`src/rtl/smm_pkg.sv`:
```
// Shared constants and carrier types of the selective message monitor
package smm_pkg;

	////////////////////////////////////////////////////////////////////////
	// Fixed shared-RAM locations
	localparam logic [15:0] LUT_BASE    = 16'h0280;
	localparam logic [15:0] CPTR_A_ADDR = 16'h0102;
	localparam logic [15:0] DPTR_A_ADDR = 16'h0103;
	localparam logic [15:0] CPTR_B_ADDR = 16'h0106;
	localparam logic [15:0] DPTR_B_ADDR = 16'h0107;

	////////////////////////////////////////////////////////////////////////
	// Configuration and start field positions
	localparam int CFG3_ENH     = 15;
	localparam int CFG3_CSZ_LO  = 11;
	localparam int CFG3_DSZ_LO  = 8;
	localparam int CFG1_ROLE    = 15;
	localparam int CFG1_MON     = 14;
	localparam int CFG1_AREA_B  = 13;
	localparam int CFG1_MSGMON  = 12;
	localparam int START_MON    = 1;

	// Command word fields
	localparam int CMD_TR       = 10;
	localparam int CMD_SA4      = 9;

	// Block status word bits
	localparam int BSW_EOM      = 15;
	localparam int BSW_CHB      = 13;
	localparam int BSW_ERR      = 12;
	localparam int BSW_RTRT     = 11;
	localparam int BSW_FMT      = 10;
	localparam int BSW_GOOD     = 8;
	localparam int BSW_ROLL     = 7;

	// Stack sizes at size code zero, entry length
	localparam int CMD_BASE_WORDS  = 256;
	localparam int DATA_BASE_WORDS = 512;
	localparam logic [1:0] ENTRY_LAST = 2'd3;

	////////////////////////////////////////////////////////////////////////
	// Register byte offsets and reset values
	localparam logic [7:0]  REG_CFG1  = 8'h00;
	localparam logic [7:0]  REG_CFG3  = 8'h04;
	localparam logic [7:0]  REG_START = 8'h08;
	localparam logic [7:0]  REG_STAT  = 8'h0C;
	localparam logic [15:0] CFG_RST   = 16'h0000;
	localparam logic [1:0]  RESP_OKAY   = 2'b00;
	localparam logic [1:0]  RESP_SLVERR = 2'b10;

	////////////////////////////////////////////////////////////////////////
	// Carriers
	typedef struct packed {
		logic [15:0] data;
		logic        cmd_sync;
		logic        chan_b;
		logic        gap;
		logic        ok;
	} smm_word_t;

	typedef struct packed {
		logic        valid;
		logic        we;
		logic [15:0] addr;
		logic [15:0] wdata;
	} smm_ram_req_t;

endpackage

```
`src/rtl/smm_monitor.sv`:
```
// Selective message monitor: lookup filter, stacks and register slave
// Contract
// - Monitor-only operation waits for the host's monitor start command.
// - Combined terminal and monitor operation runs without any start command.
// - Lookup address is base 0280 plus terminal address, T/R and subaddress bit 4.
// - Low four subaddress bits pick the enable bit in the lookup word.
// - Even words enable subaddresses 0-15, odd words enable subaddresses 16-31.
// - A cleared lookup bit drops the message and resumes command search; a cleared receive bit first checks for a contiguous transmit command.
// - After dropping, a following status word may be taken as a command.
// - A set lookup bit writes a command stack entry and sequential data words.
// - Receive message: command word in command stack, data then status in data stack.
// - Selected receive command of terminal-to-terminal transfer sets status bit 11.
// - Transmit-only selection stores transmit command, statuses and data, skips receive.
// - Pointers live at 102/106 and 103/107; lookup table spans 0280 to 02FF.
// - Monitor locations and stacks stay apart from terminal locations and stack.
// - Messages on channel A or B pass through the same filter.
// - Block status end-of-message bit 15 is set on every completed message.
// - Block status bit 13 is low for channel A, high for channel B.
// - Data stack size from configuration 3 bits 10:8, pointer wraps in range.
`timescale 1ns/1ns
module smm_monitor #(
	parameter int AXI_AW = 8
) (
	// Clock and reset
	input  wire logic                aclk,
	input  wire logic                aresetn,
	// AXI4-Lite slave
	input  wire logic [AXI_AW-1:0]   awaddr,
	input  wire logic                awvalid,
	output logic                     awready,
	input  wire logic [31:0]         wdata,
	input  wire logic [3:0]          wstrb,
	input  wire logic                wvalid,
	output logic                     wready,
	output logic [1:0]               bresp,
	output logic                     bvalid,
	input  wire logic                bready,
	input  wire logic [AXI_AW-1:0]   araddr,
	input  wire logic                arvalid,
	output logic                     arready,
	output logic [31:0]              rdata,
	output logic [1:0]               rresp,
	output logic                     rvalid,
	input  wire logic                rready,
	// Decoded bus words, both channels
	input  wire logic                wd_stb,
	input  wire smm_pkg::smm_word_t  wd,
	input  wire logic                msg_end,
	// Terminal function of the same device is active
	input  wire logic                rt_active,
	// Shared RAM port
	output smm_pkg::smm_ram_req_t    ram,
	input  wire logic                ram_ack,
	input  wire logic [15:0]         ram_rdata,
	// State
	output logic                     running
);
	import smm_pkg::*;

	typedef enum logic [3:0] {
		S_SEARCH, S_LUT, S_RXW, S_CP, S_DP, S_COL, S_WD, S_ENTRY, S_WBC, S_WBD
	} smm_state_t;

	smm_state_t   state_reg;
	smm_ram_req_t ram_reg;
	smm_word_t    pw_reg;
	logic         pend_reg;
	logic         end_reg;
	logic         started_reg;
	logic [15:0]  cfg1_reg;
	logic [15:0]  cfg3_reg;
	logic         start_reg;
	logic [15:0]  cmd_reg;
	logic         chb_reg;
	logic         tx2_reg;
	logic         first_reg;
	logic         rtrt_reg;
	logic         fmt_reg;
	logic         roll_reg;
	logic [15:0]  cptr_reg;
	logic [15:0]  dptr_reg;
	logic [15:0]  dstart_reg;
	logic [15:0]  cnt_reg;
	logic [1:0]   idx_reg;
	logic [15:0]  bsw_last_reg;
	logic [15:0]  bsw;
	logic [15:0]  cmask;
	logic [15:0]  dmask;
	logic [15:0]  cp_addr;
	logic [15:0]  dp_addr;
	logic [15:0]  ent_w [0:3];
	logic         enabled;
	logic         ram_fire;
	logic         take;
	logic         rxw_pair;
	logic         sel_bit;

	////////////////////////////////////////////////////////////////////////
	// Helpers

	function automatic logic [15:0] lut_addr(input logic [15:0] c);
		return LUT_BASE | {9'h000, c[15:11], c[CMD_TR], c[CMD_SA4]};
	endfunction

	// Advance inside an aligned window; rollover is seen by the caller
	function automatic logic [15:0] ptr_add(input logic [15:0] p,
			input logic [15:0] n, input logic [15:0] m);
		return (p & ~m) | ((p + n) & m);
	endfunction

	function automatic smm_ram_req_t rd_req(input logic [15:0] a);
		return '{valid: 1'b1, we: 1'b0, addr: a, wdata: 16'h0000};
	endfunction

	function automatic smm_ram_req_t wr_req(input logic [15:0] a, input logic [15:0] d);
		return '{valid: 1'b1, we: 1'b1, addr: a, wdata: d};
	endfunction

	////////////////////////////////////////////////////////////////////////
	// Register slave

	smm_axil #(.AXI_AW(AXI_AW)) u_regs (
		.aclk      (aclk),
		.aresetn   (aresetn),
		.awaddr    (awaddr),
		.awvalid   (awvalid),
		.awready   (awready),
		.wdata     (wdata),
		.wstrb     (wstrb),
		.wvalid    (wvalid),
		.wready    (wready),
		.bresp     (bresp),
		.bvalid    (bvalid),
		.bready    (bready),
		.araddr    (araddr),
		.arvalid   (arvalid),
		.arready   (arready),
		.rdata     (rdata),
		.rresp     (rresp),
		.rvalid    (rvalid),
		.rready    (rready),
		.cfg1_reg  (cfg1_reg),
		.cfg3_reg  (cfg3_reg),
		.start_reg (start_reg),
		.stat_word ({bsw_last_reg, 14'h0000, state_reg != S_SEARCH, running})
	);

	////////////////////////////////////////////////////////////////////////
	// Mode and start control

	assign enabled = cfg3_reg[CFG3_ENH] & ~cfg1_reg[CFG1_ROLE]
		& cfg1_reg[CFG1_MON] & cfg1_reg[CFG1_MSGMON];

	always_ff @(posedge aclk) begin
		if (!aresetn || !enabled)
			started_reg <= 1'b0;
		else if (start_reg)
			started_reg <= 1'b1;
	end

	assign running = enabled & (rt_active | started_reg);

	////////////////////////////////////////////////////////////////////////
	// Word and end-of-message holding

	assign rxw_pair = pw_reg.cmd_sync & ~pw_reg.gap & pw_reg.ok;
	assign take = pend_reg & ((state_reg == S_SEARCH) | (state_reg == S_COL)
		| ((state_reg == S_RXW) & rxw_pair));

	// One slot only; a word that overruns it replaces the held one
	always_ff @(posedge aclk) begin
		if (!aresetn) begin
			pend_reg <= 1'b0;
			pw_reg   <= '0;
		end else if (wd_stb) begin
			pend_reg <= 1'b1;
			pw_reg   <= wd;
		end else if (take) begin
			pend_reg <= 1'b0;
		end
	end

	// Stale ends outside a message are dropped
	always_ff @(posedge aclk) begin
		if (!aresetn)
			end_reg <= 1'b0;
		else if (msg_end)
			end_reg <= 1'b1;
		else if ((state_reg == S_SEARCH) || (!pend_reg
				&& (state_reg == S_COL || state_reg == S_RXW)))
			end_reg <= 1'b0;
	end

	////////////////////////////////////////////////////////////////////////
	// Derived values

	assign cmask = 16'((CMD_BASE_WORDS << (2 * int'(cfg3_reg[CFG3_CSZ_LO +: 2]))) - 1);
	assign dmask = 16'((DATA_BASE_WORDS << int'(cfg3_reg[CFG3_DSZ_LO +: 3])) - 1);

	// pointer words clear of terminal area
	assign cp_addr = cfg1_reg[CFG1_AREA_B] ? CPTR_B_ADDR : CPTR_A_ADDR;
	assign dp_addr = cfg1_reg[CFG1_AREA_B] ? DPTR_B_ADDR : DPTR_A_ADDR;

	// enable bit by low subaddress bits
	assign sel_bit = ram_rdata[cmd_reg[8:5]];

	assign ram      = ram_reg;
	assign ram_fire = ram_reg.valid & ram_ack;

	always_comb begin
		bsw = 16'h0000;
		bsw[BSW_EOM]  = 1'b1;
		bsw[BSW_CHB]  = chb_reg;
		bsw[BSW_ERR]  = fmt_reg;
		bsw[BSW_RTRT] = rtrt_reg;
		bsw[BSW_FMT]  = fmt_reg;
		bsw[BSW_GOOD] = ~fmt_reg;
		bsw[BSW_ROLL] = roll_reg;
	end

	// Entry: status, stored word count, data block pointer, command
	assign ent_w[0] = bsw;
	assign ent_w[1] = cnt_reg;
	assign ent_w[2] = dstart_reg;
	assign ent_w[3] = cmd_reg;

	////////////////////////////////////////////////////////////////////////
	// Message engine

	always_ff @(posedge aclk) begin
		if (!aresetn) begin
			state_reg    <= S_SEARCH;
			ram_reg      <= '0;
			cmd_reg      <= '0;
			chb_reg      <= 1'b0;
			tx2_reg      <= 1'b0;
			first_reg    <= 1'b0;
			rtrt_reg     <= 1'b0;
			fmt_reg      <= 1'b0;
			roll_reg     <= 1'b0;
			cptr_reg     <= '0;
			dptr_reg     <= '0;
			dstart_reg   <= '0;
			cnt_reg      <= '0;
			idx_reg      <= '0;
			bsw_last_reg <= '0;
		end else begin
			if (ram_fire)
				ram_reg.valid <= 1'b0;
			unique case (state_reg)
				S_SEARCH: begin
					if (take && running && pw_reg.cmd_sync && pw_reg.ok) begin
						cmd_reg   <= pw_reg.data;
						chb_reg   <= pw_reg.chan_b;
						tx2_reg   <= 1'b0;
						rtrt_reg  <= 1'b0;
						fmt_reg   <= 1'b0;
						roll_reg  <= 1'b0;
						cnt_reg   <= '0;
						ram_reg   <= rd_req(lut_addr(pw_reg.data));
						state_reg <= S_LUT;
					end
				end
				S_LUT: begin
					if (ram_fire) begin
						if (sel_bit) begin
							first_reg <= tx2_reg;
							ram_reg   <= rd_req(cp_addr);
							state_reg <= S_CP;
						end else if (!cmd_reg[CMD_TR] && !tx2_reg) begin
							state_reg <= S_RXW;
						end else begin
							state_reg <= S_SEARCH;
						end
					end
				end
				S_RXW: begin
					// Disabled receive: a contiguous command may be its transmit half
					if (pend_reg) begin
						if (rxw_pair) begin
							cmd_reg   <= pw_reg.data;
							tx2_reg   <= 1'b1;
							ram_reg   <= rd_req(lut_addr(pw_reg.data));
							state_reg <= S_LUT;
						end else begin
							state_reg <= S_SEARCH;
						end
					end else if (end_reg) begin
						state_reg <= S_SEARCH;
					end
				end
				S_CP: begin
					if (ram_fire) begin
						cptr_reg  <= ram_rdata;
						ram_reg   <= rd_req(dp_addr);
						state_reg <= S_DP;
					end
				end
				S_DP: begin
					if (ram_fire) begin
						dptr_reg   <= ram_rdata;
						dstart_reg <= ram_rdata;
						if (first_reg) begin
							ram_reg   <= wr_req(ram_rdata, cmd_reg);
							state_reg <= S_WD;
						end else begin
							state_reg <= S_COL;
						end
					end
				end
				S_COL: begin
					if (take) begin
						if (cnt_reg == 16'h0000 && !tx2_reg && !cmd_reg[CMD_TR]
								&& pw_reg.cmd_sync && !pw_reg.gap)
							rtrt_reg <= 1'b1;
						if (!pw_reg.ok)
							fmt_reg <= 1'b1;
						ram_reg   <= wr_req(dptr_reg, pw_reg.data);
						state_reg <= S_WD;
					end else if (end_reg) begin
						idx_reg   <= '0;
						ram_reg   <= wr_req(ptr_add(cptr_reg, 16'h0000, cmask), ent_w[0]);
						state_reg <= S_ENTRY;
					end
				end
				S_WD: begin
					if (ram_fire) begin
						dptr_reg  <= ptr_add(dptr_reg, 16'h0001, dmask);
						if (((dptr_reg + 16'h0001) & dmask) == 16'h0000)
							roll_reg <= 1'b1;
						cnt_reg   <= cnt_reg + 16'h0001;
						first_reg <= 1'b0;
						state_reg <= S_COL;
					end
				end
				S_ENTRY: begin
					if (ram_fire) begin
						if (idx_reg == ENTRY_LAST) begin
							ram_reg   <= wr_req(cp_addr, ptr_add(cptr_reg, 16'h0004, cmask));
							state_reg <= S_WBC;
						end else begin
							idx_reg <= idx_reg + 2'd1;
							ram_reg <= wr_req(ptr_add(cptr_reg, {14'h0000, idx_reg + 2'd1},
								cmask), ent_w[idx_reg + 2'd1]);
						end
					end
				end
				S_WBC: begin
					if (ram_fire) begin
						ram_reg   <= wr_req(dp_addr, dptr_reg);
						state_reg <= S_WBD;
					end
				end
				S_WBD: begin
					if (ram_fire) begin
						bsw_last_reg <= bsw;
						state_reg    <= S_SEARCH;
					end
				end
			endcase
		end
	end
endmodule

```
`src/rtl/smm_axil.sv`:
```
// AXI4-Lite register slave of the selective message monitor
`timescale 1ns/1ns
module smm_axil #(
	parameter int AXI_AW = 8
) (
	// Clock and reset
	input  wire logic              aclk,
	input  wire logic              aresetn,
	// AXI4-Lite slave
	input  wire logic [AXI_AW-1:0] awaddr,
	input  wire logic              awvalid,
	output logic                   awready,
	input  wire logic [31:0]       wdata,
	input  wire logic [3:0]        wstrb,
	input  wire logic              wvalid,
	output logic                   wready,
	output logic [1:0]             bresp,
	output logic                   bvalid,
	input  wire logic              bready,
	input  wire logic [AXI_AW-1:0] araddr,
	input  wire logic              arvalid,
	output logic                   arready,
	output logic [31:0]            rdata,
	output logic [1:0]             rresp,
	output logic                   rvalid,
	input  wire logic              rready,
	// Register contents
	output logic [15:0]            cfg1_reg,
	output logic [15:0]            cfg3_reg,
	output logic                   start_reg,
	input  wire logic [31:0]       stat_word
);
	import smm_pkg::*;

	if (AXI_AW < 4) begin : g_chk
		$error("smm_axil needs at least 4 address bits");
	end

	logic              aw_hold_reg;
	logic              w_hold_reg;
	logic [7:0]        waddr_reg;
	logic [31:0]       wdata_reg;
	logic [3:0]        wstrb_reg;
	logic [7:0]        ra;

	assign awready = ~aw_hold_reg & ~bvalid;
	assign wready  = ~w_hold_reg & ~bvalid;
	assign arready = ~rvalid;
	assign ra      = 8'(araddr);

	////////////////////////////////////////////////////////////////////////
	// Write path: address and data taken in either order
	always_ff @(posedge aclk) begin
		if (!aresetn) begin
			aw_hold_reg <= 1'b0;
			w_hold_reg  <= 1'b0;
			waddr_reg   <= '0;
			wdata_reg   <= '0;
			wstrb_reg   <= '0;
			bvalid      <= 1'b0;
			bresp       <= RESP_OKAY;
			cfg1_reg    <= CFG_RST;
			cfg3_reg    <= CFG_RST;
			start_reg   <= 1'b0;
		end else begin
			start_reg <= 1'b0;
			if (awvalid && awready) begin
				aw_hold_reg <= 1'b1;
				waddr_reg   <= 8'(awaddr);
			end
			if (wvalid && wready) begin
				w_hold_reg <= 1'b1;
				wdata_reg  <= wdata;
				wstrb_reg  <= wstrb;
			end
			if (aw_hold_reg && w_hold_reg) begin
				aw_hold_reg <= 1'b0;
				w_hold_reg  <= 1'b0;
				bvalid      <= 1'b1;
				bresp       <= RESP_OKAY;
				unique case (waddr_reg)
					REG_CFG1: begin
						if (wstrb_reg[0]) cfg1_reg[7:0] <= wdata_reg[7:0];
						if (wstrb_reg[1]) cfg1_reg[15:8] <= wdata_reg[15:8];
					end
					REG_CFG3: begin
						if (wstrb_reg[0]) cfg3_reg[7:0] <= wdata_reg[7:0];
						if (wstrb_reg[1]) cfg3_reg[15:8] <= wdata_reg[15:8];
					end
					REG_START: start_reg <= wstrb_reg[0] & wdata_reg[START_MON];
					REG_STAT:  ;
					default:   bresp <= RESP_SLVERR;
				endcase
			end else if (bvalid && bready) begin
				bvalid <= 1'b0;
			end
		end
	end

	////////////////////////////////////////////////////////////////////////
	// Read path: answer one cycle after the address is taken
	always_ff @(posedge aclk) begin
		if (!aresetn) begin
			rvalid <= 1'b0;
			rdata  <= '0;
			rresp  <= RESP_OKAY;
		end else if (arvalid && arready) begin
			rvalid <= 1'b1;
			rresp  <= RESP_OKAY;
			unique case (ra)
				REG_CFG1:  rdata <= {16'h0000, cfg1_reg};
				REG_CFG3:  rdata <= {16'h0000, cfg3_reg};
				REG_START: rdata <= '0;
				REG_STAT:  rdata <= stat_word;
				default: begin
					rdata <= '0;
					rresp <= RESP_SLVERR;
				end
			endcase
		end else if (rvalid && rready) begin
			rvalid <= 1'b0;
		end
	end

endmodule

```
`config.mk`:
```
export PLATFORM = sky130hd
export DESIGN_NAME = smm_monitor
export DESIGN_NICKNAME = d
export VERILOG_FILES = /design/src/rtl/smm_pkg.sv /design/src/rtl/smm_monitor.sv /design/src/rtl/smm_axil.sv
export SDC_FILE = /design/constraint.sdc
export NUM_CORES = 1
export LEC_CHECK = 0
export BUFFER_PORTS_ARGS = -buffer_cell sky130_fd_sc_hd__clkbuf_2
export CAP_MARGIN = 5
export CORE_ASPECT_RATIO = 2
export CORE_MARGIN = 1.5
export CORE_UTILIZATION = 50
export DETAILED_ROUTE_END_ITERATION = 16
export PLACE_DENSITY = 0.71
export REMOVE_ABC_BUFFERS = 1
export SYNTH_ARGS = -nofsm -noshare
export SYNTH_HDL_FRONTEND = slang
export SYNTH_SLANG_ARGS = --single-unit
```
`constraint.sdc`:
```
create_clock -name aclk -period 4.2 [get_ports aclk]
set_input_delay 0.42 -clock aclk [delete_from_list [all_inputs] [get_ports aclk]]
set_output_delay 0.42 -clock aclk [all_outputs]
set_load 0.02 [all_outputs]
```
==> results.cfg <==
[global_routing]
groute.usage.overall = 0.342
grt_overflow = 0
antenna_found_initial = 0
grt_pass1_wl_um = 66400
grt_pass1_vias = 11828
grt_start_max_net_pins = 76

[job]
drv_cap = 0

[synthesis]
synthTopCellsByCount = nand2_1, dfxtp_1, a21oi_1, nor2_1, clkbuf_1
yosys_warnings = 0
yosys.area.top_type_share = 0.396
synth_area_leader_cell = dfxtp_1
synth.distinct_cells = 81
yosysMostFrequentCell = nand2_1
seq_area_frac_synth = 0.396
synth_seq_cells = 242
synthCells = 1535
postSynthAreaPerCell_um2 = 7.96
synth-main-ff-cell = dfxtp_1
ys_top_cells_by_area = dfxtp_1, nand2_1, a21oi_1
syn_area_um2 = 12200
synth_async_sr_flop_share = 0
synth_edf_count = 0

[final_layout]
fillers = 2240
fin_cells = 1916
layout-drive-gt1-share = 0.151
area_delta_synth_final_pct = 14.1
nets = 1722
num_antenna_cells = 0
largest_register_ffs = 34

[sta]
final_hold_viol_count = 0
worst_slew_pin_slew_ns = 1.03
slew_violations = 0
finalCritPeriodShare = 0.780
slew_headroom = 0.314
final.min_clock_period_ns = 3.28
fmax_mhz = 305
tns_ns = 0
rsz0062_at_grt = no
fin_skew_ns = 0.0260
setup_violations = 0

[clock_network]
post_cts_resize_count = 0
cts_made_buffers = 23
cts_root_buffer = clkbuf_16
insertion_delay_ns = 0.55
h-tree-depth = 1
hold_buffers = 0
cts_tree = yes
post_cts.repair.setup_buffers = 0
clk_pin_slew_ns = 0.07
clock_sinks = 242
cts_max_path_buffers = 3

[drt]
drc = 0
drt-initial-drc-count = 1131
vias_per_cell = 6.34
first_pass_iters = 7
via_count = 12153
ant_nets = 0
wl_um = 43700
wire_per_inst_um = 22.8

[critical_path]
slowest_stage = or3_1
path_cells = or4b_1 -> o22ai_4 -> o32ai_1 -> or3_1 -> o21ai_0 -> a41oi_1
arrival_ns = 3.66
critical_path.top_delay_family = simple AND/OR/NAND/NOR gates
max_stage_delay_ns = 0.76
crit_required_ns = 4.59
cp_num_buf_inv = 0
crit_fanout = 16
start_kind = flop
critPathCaptureType = flop
worst-setup-path-type = reg -> reg

[place]
hpwl_um = 31600
io_buffers = 145
gp_congestion = 0.984
placed_cells = 1874

[floorplanning]
die_area_um2 = 25400
core_um2 = 23900
start_util = 0.511
std_cell_rows = 80
die_x_um = 114
ios = 175
die_y_um = 224

[power_and_ir_drop]
peakVddDrop_uv = 337
p_per_area_nw_per_um2 = 425
leakagePower_uw = 0.00515

[hold_path]
hold_path.class = in -> reg

[outcome]
status = finished clean
==> per-layer routing <==
| layer | vias to the layer above | GRT usage | routed length (um) |
|---|---|---|---|
| met1 | 5770 | 0.356 | 15000 |
| li1 | 5610 | - | - |
| met2 | 572 | 0.606 | 22000 |
| met5 | - | 0 | 0 |
| met4 | 0 | 0.271 | 4030 |
| met3 | 201 | 0.0455 | 2680 |
==> final cells by class <==
class | count | area (um2) | area share
Clock buffer | 29 | 638 | 0.0458
Clock inverter | 13 | 226 | 0.0162
Inverter | 26 | 103 | 0.00736
Multi-Input combinational cell | 1143 | 6790 | 0.487
Sequential cell | 242 | 4840 | 0.347
Tap cell | 287 | 359 | 0.0257
Timing Repair Buffer | 176 | 983 | 0.0705
==> where the power goes <==
group	switching, uW	leakage [uW]	total [uW]	internal, uW
registers	92.6	0.00196	2440	2350
clock network	944	0.000416	2390	1450
logic	780	0.00278	1100	316
==> cell families after synthesis <==
family | share of synthesized area
compound gates | 0.221
xor+xnor | 0.0272
fa+ha+maj | 0.0119
buf+inv | 0.0532
flops | 0.396
mux | 0.0701
other cells | 0.000307
simple gates | 0.220
==> metrics by stage <==
stage | utilization | hold WS (ns) | total power, uW | setup WS [ns] | cell area [um2]
2_1_floorplan | - | 0.429 | 3080 | 0.863 | 11700
3_3_place_gp | 0.547 | 0.437 | 3550 | 1.07 | 13100
3_5_place_dp | 0.547 | 0.445 | 3560 | 1.03 | 13100
4_1_cts | 0.583 | 0.0510 | 5930 | 1.01 | 13900
5_1_grt | 0.583 | 0.0629 | 6120 | 0.802 | 13900
6_report | 0.583 | 0.0615 | 5930 | 0.923 | 13900
==> worst paths after layout <==
path	start	endpoint	slack, ns	cells after the start
worst min-delay path	rready	u_regs.rvalid$_SDFFE_PN0P_	0.06	2
worst max-delay path	state_reg[1]$_SDFFE_PN0P_	ram[24]$_SDFFE_PN0P_	0.92	6
worst min register to register	u_regs.waddr_reg[7]$_SDFFE_PN0P_	u_regs.waddr_reg[7]$_SDFFE_PN0P_	0.45	2
worst max register to register	state_reg[1]$_SDFFE_PN0P_	ram[24]$_SDFFE_PN0P_	0.92	6
==> layout by cell type (no fill, tap or decap), drive strengths merged, types with 11 or more instances in the layout <==
cell type and count:
o21ai 66, a31oi 20, a22oi 35, inv 27, mux2i 71, nor3 31, nand2b 11, and3 11
nor2 149, xor2 13, conb 11, dfxtp 242, a21oi 151, o211ai 20, xnor2 25, o21a 14
nand3 38, clkbuf 174, nand2 261, buf 31, a21boi 18, a2bb2oi 15, a222oi 13, nor4 18
(Power assumes the default switching activity.)
